==> src/common/sfdtp_pkg.sv <==
// Constants, register map and select codes for the frame-start pulse block.
// Assumes a 100 MHz core clock and a 16-bit management register port.
`default_nettype none

package sfdtp_pkg;

  // Register offsets
  localparam logic [9:0] ADDR_CTRL  = 10'h01f;  // Control, soft restart
  localparam logic [9:0] ADDR_SKEW  = 10'h055;  // Skew status, read only
  localparam logic [9:0] ADDR_SYNC  = 10'h0e9;  // Sync FIFO control
  localparam logic [9:0] ADDR_RCFG  = 10'h134;  // Receive configuration
  localparam logic [9:0] ADDR_MUX1  = 10'h171;  // Pin mux, pins 0 and 1
  localparam logic [9:0] ADDR_MUX2  = 10'h172;  // Pin mux, pins 2 and 3
  localparam logic [9:0] ADDR_PHASE = 10'h190;  // Baseline phase

  // Field positions
  localparam int CTRL_RESTART_BIT = 14;  // Self-clearing restart
  localparam int RCFG_EXT_EN_BIT  = 7;   // Extended MAC feature enable
  localparam int SKEW_MST_LSB     = 4;   // Master skew nibble
  localparam int SKEW_SLV_LSB     = 0;   // Slave skew nibble
  localparam int SKEW_VALID_BIT   = 15;  // Skew readout valid
  localparam int PHASE_TX_LSB     = 0;   // Transmit phase nibble
  localparam int PHASE_RX_LSB     = 4;   // Receive phase nibble
  localparam int SEL_W            = 4;   // Select field per pin
  localparam int NUM_PINS         = 4;   // Output pins

  // Reset values
  localparam logic [15:0] RST_CTRL  = 16'h0000;
  localparam logic [15:0] RST_SYNC  = 16'h0000;
  localparam logic [15:0] RST_RCFG  = 16'h0000;
  localparam logic [15:0] RST_MUX   = 16'h0000;
  localparam logic [15:0] RST_PHASE = 16'h0000;

  // Value software must load before a gigabit link
  localparam logic [15:0] SYNC_INIT_VAL = 16'hdf22;

  // Timing
  localparam int         CLK_FREQ_MHZ  = 100;
  localparam logic [7:0] CLK_PERIOD_NS = 8'(1000 / CLK_FREQ_MHZ);
  localparam logic [7:0] STEP_NS       = 8'h08;  // Phase and skew unit
  localparam logic [3:0] SKEW_LIMIT    = 4'hf;   // Largest skew reported

  // Pin select codes
  typedef enum logic [3:0] {
    SEL_OFF = 4'h0,
    SEL_TX  = 4'h1,
    SEL_RX  = 4'h2
  } sfdtp_sel_t;

endpackage : sfdtp_pkg

`default_nettype wire

==> src/common/sfdtp_pulse_if.sv <==
// Delayed frame-start pulses and the output enable, fanned out to pin muxes.
// Assumes every user runs on the same core clock.
`timescale 1ns/1ps
`default_nettype none

interface sfdtp_pulse_if;
  logic tx_pulse;  // Delayed transmit pulse
  logic rx_pulse;  // Delayed receive pulse
  logic enable;    // Pulses allowed out

  modport src  (output tx_pulse, output rx_pulse, output enable);
  modport sink (input tx_pulse, input rx_pulse, input enable);
endinterface : sfdtp_pulse_if

`default_nettype wire

==> src/rtl/sfdtp_top.sv <==
// Frame-start pulse logic: delay, skew tracking, pin routing, registers.
// Assumes line events and link status come from logic on i_mclk.
`timescale 1ns/1ps
`default_nettype none

module sfdtp_top (
  // Clock and reset
  input  wire logic        i_mclk,
  input  wire logic        i_sys_rst,
  // Register port
  input  wire logic [9:0]  i_reg_addr,
  input  wire logic [15:0] i_reg_wdata,
  input  wire logic        i_reg_wr,
  input  wire logic        i_reg_rd,
  output logic      [15:0] o_reg_rdata,
  // Line path status
  input  wire logic        i_tx_delim_on_line,
  input  wire logic        i_rx_first_symbol,
  input  wire logic        i_link_up,
  input  wire logic        i_speed_1000,
  input  wire logic        i_master_role,
  input  wire logic [4:0]  i_align_skew,
  // Pins and restart
  output logic      [3:0]  o_sfd_pins,
  output logic             o_soft_restart
);

  // Software registers
  logic [15:0] ctrl_q;       // Control, restart bit reads zero
  logic [15:0] sync_q;       // Sync FIFO control
  logic [15:0] rcfg_q;       // Receive configuration
  logic [15:0] mux1_q;       // Pins 0 and 1 select
  logic [15:0] mux2_q;       // Pins 2 and 3 select
  logic [15:0] phase_q;      // Baseline phase nibbles

  // Link and skew state
  logic        link_q;       // Link one cycle ago
  logic        skew_valid_q; // Readout trustworthy
  logic [3:0]  skew_lock_q;  // Skew of current link
  logic [15:0] skew_stat_q;  // Skew status as read

  // Derived
  logic        link_rise;    // New link this cycle
  logic        sync_ok;      // Init value loaded
  logic        ext_en;       // Pulses allowed
  logic [3:0]  skew_clamp;   // Bounded alignment skew
  logic [7:0]  tx_delay_ns;  // Transmit delay
  logic [7:0]  rx_delay_ns;  // Receive delay
  logic        tx_dly;       // Delayed transmit pulse
  logic        rx_dly;       // Delayed receive pulse
  logic [15:0] sel_all;      // All pin selects

  // Write decodes
  logic wr_ctrl;
  logic wr_sync;
  logic wr_rcfg;
  logic wr_mux1;
  logic wr_mux2;
  logic wr_phase;

  assign wr_ctrl  = i_reg_wr && (i_reg_addr == sfdtp_pkg::ADDR_CTRL);
  assign wr_sync  = i_reg_wr && (i_reg_addr == sfdtp_pkg::ADDR_SYNC);
  assign wr_rcfg  = i_reg_wr && (i_reg_addr == sfdtp_pkg::ADDR_RCFG);
  assign wr_mux1  = i_reg_wr && (i_reg_addr == sfdtp_pkg::ADDR_MUX1);
  assign wr_mux2  = i_reg_wr && (i_reg_addr == sfdtp_pkg::ADDR_MUX2);
  assign wr_phase = i_reg_wr && (i_reg_addr == sfdtp_pkg::ADDR_PHASE);

  // Control; restart bit never stored
  always_ff @(posedge i_mclk) begin
    if (i_sys_rst) begin
      ctrl_q <= sfdtp_pkg::RST_CTRL;
    end else if (wr_ctrl) begin
      ctrl_q <= i_reg_wdata & ~(16'h0001 << sfdtp_pkg::CTRL_RESTART_BIT);
    end
  end

  // Restart pulse to the link engine
  always_ff @(posedge i_mclk) begin
    if (i_sys_rst) begin
      o_soft_restart <= 1'b0;
    end else begin
      o_soft_restart <= wr_ctrl && i_reg_wdata[sfdtp_pkg::CTRL_RESTART_BIT];
    end
  end

  // Sync FIFO control
  always_ff @(posedge i_mclk) begin
    if (i_sys_rst) begin
      sync_q <= sfdtp_pkg::RST_SYNC;
    end else if (wr_sync) begin
      sync_q <= i_reg_wdata;
    end
  end

  // Receive configuration
  always_ff @(posedge i_mclk) begin
    if (i_sys_rst) begin
      rcfg_q <= sfdtp_pkg::RST_RCFG;
    end else if (wr_rcfg) begin
      rcfg_q <= i_reg_wdata;
    end
  end

  // Pin mux selects
  always_ff @(posedge i_mclk) begin
    if (i_sys_rst) begin
      mux1_q <= sfdtp_pkg::RST_MUX;
      mux2_q <= sfdtp_pkg::RST_MUX;
    end else begin
      if (wr_mux1) begin
        mux1_q <= i_reg_wdata;
      end
      if (wr_mux2) begin
        mux2_q <= i_reg_wdata;
      end
    end
  end

  // Baseline phase
  always_ff @(posedge i_mclk) begin
    if (i_sys_rst) begin
      phase_q <= sfdtp_pkg::RST_PHASE;
    end else if (wr_phase) begin
      phase_q <= i_reg_wdata;
    end
  end

  // Status decodes
  assign link_rise = i_link_up && !link_q;
  assign sync_ok   = (sync_q == sfdtp_pkg::SYNC_INIT_VAL);
  assign ext_en    = rcfg_q[sfdtp_pkg::RCFG_EXT_EN_BIT];

  // Wider skews are clipped; the readout cannot overflow its nibble
  assign skew_clamp = (i_align_skew > {1'b0, sfdtp_pkg::SKEW_LIMIT}) ?
                      sfdtp_pkg::SKEW_LIMIT : i_align_skew[3:0];

  // Link history for edge detection
  always_ff @(posedge i_mclk) begin
    if (i_sys_rst) begin
      link_q <= 1'b0;
    end else begin
      link_q <= i_link_up;
    end
  end

  // Skew caught once per link, held until the link drops
  always_ff @(posedge i_mclk) begin
    if (i_sys_rst) begin
      skew_lock_q <= 4'h0;
    end else if (!i_link_up) begin
      skew_lock_q <= 4'h0;
    end else if (link_rise) begin
      // Zero unless the link runs at gigabit
      skew_lock_q <= i_speed_1000 ? skew_clamp : 4'h0;
    end
  end

  // Valid only for a link formed after the init value was loaded
  always_ff @(posedge i_mclk) begin
    if (i_sys_rst) begin
      skew_valid_q <= 1'b0;
    end else if (!i_link_up || o_soft_restart || !sync_ok || !i_speed_1000) begin
      skew_valid_q <= 1'b0;
    end else if (link_rise) begin
      skew_valid_q <= 1'b1;
    end
  end

  // Status word; only the active role's nibble is filled
  always_ff @(posedge i_mclk) begin
    if (i_sys_rst) begin
      skew_stat_q <= 16'h0000;
    end else if (skew_valid_q && i_speed_1000) begin
      skew_stat_q <= 16'h0000;
      skew_stat_q[sfdtp_pkg::SKEW_VALID_BIT] <= 1'b1;
      if (i_master_role) begin
        skew_stat_q[sfdtp_pkg::SKEW_MST_LSB +: 4] <= skew_lock_q;
      end else begin
        skew_stat_q[sfdtp_pkg::SKEW_SLV_LSB +: 4] <= skew_lock_q;
      end
    end else begin
      // Nothing to report at 100Mb or while the readout is not valid
      skew_stat_q <= 16'h0000;
    end
  end

  // Delays in nanoseconds: phase steps, plus alignment skew on receive
  assign tx_delay_ns = 8'({4'h0, phase_q[sfdtp_pkg::PHASE_TX_LSB +: 4]}
                          * sfdtp_pkg::STEP_NS);
  assign rx_delay_ns = 8'(({4'h0, phase_q[sfdtp_pkg::PHASE_RX_LSB +: 4]}
                          + (i_speed_1000 ? {4'h0, skew_lock_q} : 8'h00))
                          * sfdtp_pkg::STEP_NS);

  // Transmit path: event marks the delimiter placed on the line
  sfdtp_delay u_tx_delay (
    .i_mclk     (i_mclk),
    .i_sys_rst  (i_sys_rst),
    .i_pulse    (i_tx_delim_on_line && ext_en),
    .i_delay_ns (tx_delay_ns),
    .o_pulse    (tx_dly)
  );

  // Receive path: event marks the first received symbol
  sfdtp_delay u_rx_delay (
    .i_mclk     (i_mclk),
    .i_sys_rst  (i_sys_rst),
    .i_pulse    (i_rx_first_symbol && ext_en),
    .i_delay_ns (rx_delay_ns),
    .o_pulse    (rx_dly)
  );

  // Shared pulse bundle for the pin muxes
  sfdtp_pulse_if pulse_bus ();

  assign pulse_bus.tx_pulse = tx_dly;
  assign pulse_bus.rx_pulse = rx_dly;
  assign pulse_bus.enable   = ext_en;

  // Pins 0 and 1 from the first mux register, 2 and 3 from the second
  assign sel_all = {mux2_q[7:0], mux1_q[7:0]};

  // One registered mux per pin
  for (genvar k = 0; k < sfdtp_pkg::NUM_PINS; k++) begin : g_pin
    sfdtp_pin_mux u_mux (
      .i_mclk    (i_mclk),
      .i_sys_rst (i_sys_rst),
      .bus       (pulse_bus),
      .i_sel     (sel_all[k*sfdtp_pkg::SEL_W +: sfdtp_pkg::SEL_W]),
      .o_pin     (o_sfd_pins[k])
    );
  end

  // Read data one cycle after the strobe, zero otherwise
  always_ff @(posedge i_mclk) begin
    if (i_sys_rst) begin
      o_reg_rdata <= 16'h0000;
    end else if (i_reg_rd) begin
      case (i_reg_addr)
        sfdtp_pkg::ADDR_CTRL:  o_reg_rdata <= ctrl_q;
        sfdtp_pkg::ADDR_SKEW:  o_reg_rdata <= skew_stat_q;
        sfdtp_pkg::ADDR_SYNC:  o_reg_rdata <= sync_q;
        sfdtp_pkg::ADDR_RCFG:  o_reg_rdata <= rcfg_q;
        sfdtp_pkg::ADDR_MUX1:  o_reg_rdata <= mux1_q;
        sfdtp_pkg::ADDR_MUX2:  o_reg_rdata <= mux2_q;
        sfdtp_pkg::ADDR_PHASE: o_reg_rdata <= phase_q;
        // Unmapped reads as zero
        default:               o_reg_rdata <= 16'h0000;
      endcase
    end else begin
      o_reg_rdata <= 16'h0000;
    end
  end
endmodule : sfdtp_top

`default_nettype wire

==> src/rtl/sfdtp_delay.sv <==
// Delays a single-cycle pulse by a programmable time in nanoseconds.
// Assumes pulses are further apart than the longest delay.
`timescale 1ns/1ps
`default_nettype none

module sfdtp_delay (
  // Clock and reset
  input  wire logic       i_mclk,
  input  wire logic       i_sys_rst,
  // Pulse path
  input  wire logic       i_pulse,
  input  wire logic [7:0] i_delay_ns,
  output logic            o_pulse
);

  logic       busy_q;  // Waiting to fire
  logic [7:0] rem_q;   // Nanoseconds left

  // Countdown in core periods; a partial period rounds up
  always_ff @(posedge i_mclk) begin
    if (i_sys_rst) begin
      busy_q  <= 1'b0;
      rem_q   <= 8'h00;
      o_pulse <= 1'b0;
    end else if (i_pulse) begin
      // New pulse restarts the wait
      busy_q  <= (i_delay_ns != 8'h00);
      rem_q   <= i_delay_ns;
      o_pulse <= (i_delay_ns == 8'h00);
    end else if (busy_q && rem_q <= sfdtp_pkg::CLK_PERIOD_NS) begin
      busy_q  <= 1'b0;
      rem_q   <= 8'h00;
      o_pulse <= 1'b1;
    end else begin
      rem_q   <= busy_q ? rem_q - sfdtp_pkg::CLK_PERIOD_NS : 8'h00;
      o_pulse <= 1'b0;
    end
  end

endmodule : sfdtp_delay

`default_nettype wire

==> src/rtl/sfdtp_pin_mux.sv <==
// One output pin: picks the transmit or receive pulse, or nothing.
// Assumes the pulse interface is driven on the same clock.
`timescale 1ns/1ps
`default_nettype none

module sfdtp_pin_mux (
  // Clock and reset
  input  wire logic                         i_mclk,
  input  wire logic                         i_sys_rst,
  // Pulse source
  sfdtp_pulse_if.sink                       bus,
  // Select and pin
  input  wire logic [sfdtp_pkg::SEL_W-1:0]  i_sel,
  output logic                              o_pin
);

  // Registered pin; unknown codes keep the pin low
  always_ff @(posedge i_mclk) begin
    if (i_sys_rst) begin
      o_pin <= 1'b0;
    end else begin
      o_pin <= bus.enable &&
               ((i_sel == sfdtp_pkg::SEL_TX && bus.tx_pulse) ||
                (i_sel == sfdtp_pkg::SEL_RX && bus.rx_pulse));
    end
  end

endmodule : sfdtp_pin_mux

`default_nettype wire

==> config.mk <==
export PLATFORM = sky130hd
export DESIGN_NAME = sfdtp_top
export DESIGN_NICKNAME = d
export VERILOG_FILES = /design/src/common/sfdtp_pkg.sv /design/src/common/sfdtp_pulse_if.sv /design/src/rtl/sfdtp_top.sv /design/src/rtl/sfdtp_delay.sv /design/src/rtl/sfdtp_pin_mux.sv
export SDC_FILE = /design/constraint.sdc
export NUM_CORES = 1
export LEC_CHECK = 0
export ABC_AREA = 1
export BUFFER_PORTS_ARGS = -buffer_cell sky130_fd_sc_hd__buf_2
export CORE_ASPECT_RATIO = 0.8
export CORE_UTILIZATION = 59
export CTS_CLUSTER_SIZE = 16
export DETAILED_ROUTE_END_ITERATION = 6
export GPL_ROUTABILITY_DRIVEN = 1
export PLACE_DENSITY = 0.8
export SETUP_SLACK_MARGIN = 0.4
export SYNTH_ARGS = -nofsm -noshare
export SYNTH_HDL_FRONTEND = slang
export SYNTH_SLANG_ARGS = --single-unit
==> constraint.sdc <==
create_clock -name i_mclk -period 1.8 [get_ports i_mclk]
set_input_delay 0.18 -clock i_mclk [delete_from_list [all_inputs] [get_ports i_mclk]]
set_output_delay 0.18 -clock i_mclk [all_outputs]
set_load 0.01 [all_outputs]
==> reports/metrics.yaml <==
outcome:
  status: "complete, but fails checks"
  violations: "setup timing"
critical_path:
  worst_setup_path_end_kind: "flip-flop"
  crit_type: "flip-flop to flip-flop"
  max_stage_delay_ps: 520
  critPathMaxFanout: 3
  worstSetupStartpointType: "flip-flop"
  cp_data_required_time_ps: 2150
  r2r_start: "phase_q[4]$_SDFFE_PP0P_"
  cp_slowest_cell: "fa_2"
  reg2reg_slack_ps: -70
  ff2ff_path_depth: 9
  regToRegEndpoint: "u_rx_delay.o_pulse$_SDFF_PP0_"
  crit_chain: "ha_2 > inv_2 > fa_2 > inv_2 > o21ai_2 > nand2_1 > nor2_1 > nand2_1 > nor3_2"
  cp.arrival_ps: 2220
floorplan:
  die-width_um: 122
  io_pins: 61
  die_area_mm2: 0.0121
  initial_core_util_pct: 61.7
  core_mm2: 0.0111
  row_count: 34
  die_y_um: 98.4
synthesis:
  syn_nets: 1004
  synth-seq-area-share_pct: 43.5
  synth.avg_cell_area_um2: 7.17
  synth_top_family_by_area: "simple AND/OR/NAND/NOR gates"
  synth_compound_area_share_pct: 17.6
  yosys.area_share.simple_pct: 24.7
  synth_mux_area_share_pct: 0
  synth.distinct_cells: 32
  syn-cell-area_mm2: 0.00685
  post_synth_inst_count: 955
  yosys_warnings: 0
  synth_seq_cells: 149
  synth_fa_ha_area_share_pct: 1.75
  synth-xor-area-share_pct: 1.15
clock_tree:
  clk_root_buffer_cell: "clkbuf_16"
  htree_levels: 4
  clock_sinks: 149
  cts_buffers: 17
  path_clk_slew_ps: 60
  postCtsHoldBufs: 0
  insertion_delay_ps: 430
  tritoncts: "yes"
  clockBufferDepth: 2
pwr:
  switching_share_pct: 23.2
  leakage_uw: 0.00335
  peakVddDrop_mv: 0.752
  p_switching_uw: 1680
  power_density_mw_per_mm2: 886
  clkPwrFrac_pct: 49.2
  power_frac_comb_pct: 5.1
  pwr-share-seq_pct: 45.7
  p_int_uw: 5550
sta:
  worstMarginPinSlew_ps: 486
  period_needed_ps: 1870
  final_max_slew_viol_count: 0
  fin_skew_ps: 7.69
  relSlewSlack_pct: 67.3
  period_share_pct: 104
  hold_viol_final: 0
  setup_viol: 2
  worst_slack_ps: -72.0
  max_clock_freq_ghz: 0.534
  rsz0062_at_grt: "yes"
place:
  portBuffers: 60
  post-place-cells: 1147
  gp_congestion: 0.944
  pre_cts_ws_ps: 72.8
  dp_hpwl_um: 13800
finish:
  insertedDiodeCount: 0
  drive_gt1_share_pct: 19.0
  area_growth_pct: 19.1
  fin_util_pct: 73.5
  nFillCells: 850
  fin_cells: 1190
  nets: 1082
global_route:
  antenna_found_initial: 0
  met1_usage_pct: 45.1
  top_usage_layer: "met2"
  met2_usage_pct: 53.3
  met3_usage_pct: 7.77
  overflow: 0
  grtUsageTotal_pct: 34.3
  grt_max_degree: 93
  grt_pass1_wl_um: 31300
  grt_pass1_vias: 6114
route:
  detail-route-antenna-nets: 0
  routed_wire_length_per_instance_um: 17.1
  via_per_inst: 5.73
  firstDrtPassIters: 5
  finalWirelength_um: 20300
  drtIter0Drc: 816
  via_count: 6821
  drc: 0
hold_path:
  hold_class: "input pin to flip-flop"
  hold_path_end: "skew_lock_q[0]$_SDFFE_PP0P_"
  hold_depth: 3
  hp-start: "i_align_skew[0]"
run:
  max_cap_violations: 0
repair_timing:
item,4_1_cts,5_1_grt
setup endpoints to repair,10,18
pin swaps,2,9
gates resized for setup,7,26
buffers inserted,6,5
layout by cell type (no fill, tap or decap), types with 5 or more instances in the layout:
master     count
ha_1           6
nand3_1       55
a21oi_1      105
inv_1        134
buf_4         40
nor2_1        90
nor2_4         6
nor2_2        11
xor2_1         8
inv_2         11
nand2_2        6
nor3_1        23
o21ai_1       49
dfxtp_2        5
dfxtp_1      144
o21ai_0       71
clkbuf_16     17
nand2_1      109
a21oi_2        9
nand4_1       49
buf_2         60
cell type report:
class	count	area, µm²	share of cell area [%]
multi-input combinational	616	3180	39.0
tap	144	180	2.21
timing repair buffer	104	672	8.23
inverter	145	544	6.67
sequential	149	2990	36.6
clock inverter	12	128	1.56
clock buffer	20	467	5.72
cells by family (layout without fill, tap and decap cells):
group                      Yosys count  in the layout
buffers and inverters              190            281
xor gates and xnor gates             9              9
adders and majority gates            9              9
and+or+nand+nor                    360            360
DFF                                149            149
AOI/OAI and AO/OA                  238            238
through the flow:
stage	power (µW)	TNS [ps]	instance area, µm²	hold WS, ps
6_report	7230	-109	8160	38.7
5_1_grt	7410	-342	8160	61.0
4_1_cts	7220	0	8050	34.4
3_5_place_dp	3730	0	7400	421
3_3_place_gp	3720	0	7400	419
2_1_floorplan	3550	0	6860	322
worst max-delay path, delay by kind of cell (launching register included):
family                   cells  cell delay [ps]
AO/OA/AOI/OAI                1              100
adder cells (fa/ha/maj)      2              730
buffers and inverters        2               80
flip-flops                   1              390
AND/OR/NAND/NOR              4              500
how the worst max path moves through the flow:
| stage | start | end |
|---|---|---|
| 6_report | phase_q[4]$_SDFFE_PP0P_ | u_rx_delay.o_pulse$_SDFF_PP0_ |
| 3_5_place_dp | skew_lock_q[0]$_SDFFE_PP0P_ | u_rx_delay.busy_q$_SDFFE_PP0P_ |
| 5_1_grt | phase_q[4]$_SDFFE_PP0P_ | u_rx_delay.o_pulse$_SDFF_PP0_ |
| 4_1_cts | skew_lock_q[0]$_SDFFE_PP0P_ | u_rx_delay.busy_q$_SDFFE_PP0P_ |
| 2_1_floorplan | skew_lock_q[0]$_SDFFE_PP0P_ | u_rx_delay.busy_q$_SDFFE_PP0P_ |
| 3_3_place_gp | skew_lock_q[0]$_SDFFE_PP0P_ | u_rx_delay.busy_q$_SDFFE_PP0P_ |
synthesized netlist by cell type:
master    number  area share, %
nand4_1       49            4.5
ha_1           8            1.5
xnor2_1        1           0.13
buf_6          2           0.33
clkbuf_1      21            1.2
o21ai_1       45            3.3
nor3_2         1           0.15
inv_1        139            7.6
nor2_4         5           0.82
nand3_4        1           0.26
xor2_1         8            1.0
buf_4          7           0.77
clkbuf_2       2           0.15
buf_2         10           0.73
nand3b_1       1           0.11
nand2_1      111            6.1
nand2_2        4           0.37
nand4_2        1           0.18
o21ai_0       79            5.8
inv_2          6           0.33
buf_1          3           0.16
a21oi_2        4           0.51
nand3_2        1           0.15
nor4_1         2           0.18
nor2_2        10           0.91
dfxtp_1      149             44
or2_2          1          0.091
nor2_1        92            5.0
a21oi_1      110            8.0
nand3_1       57            4.2
nor3_1        24            1.8
fa_1           1           0.29
layer usage:
| layer | up-vias | wire length (µm) |
|---|---|---|
| li1 | 3307 | - |
| met1 | 3129 | 8860 |
| met2 | 326 | 9110 |
| met3 | 59 | 1640 |
| met4 | 0 | 698 |
| met5 | - | 0 |
state kept, by name, summed over array words and instances, names as in the netlist, 4 cells and up:
register,flops
skew_lock_q,4
sync_q,16
phase_q,16
g_pin.u_mux.o_pin,4
u_tx_delay.rem_q,7
mux1_q,16
ctrl_q,15
o_reg_rdata,16
rcfg_q,16
u_rx_delay.rem_q,7
skew_stat_q,9
mux2_q,16
power groups by stage:
stage | Combinational [µW] | Sequential [µW] | Clock [µW]
CTS | 352 | 3310 | 3560
floorplan | 175 | 3380 | 0
finish | 366 | 3310 | 3560
detailed placement | 347 | 3380 | 0
global route | 392 | 3300 | 3710
global placement | 344 | 3380 | 0
Power figures use the tool's default switching activity.
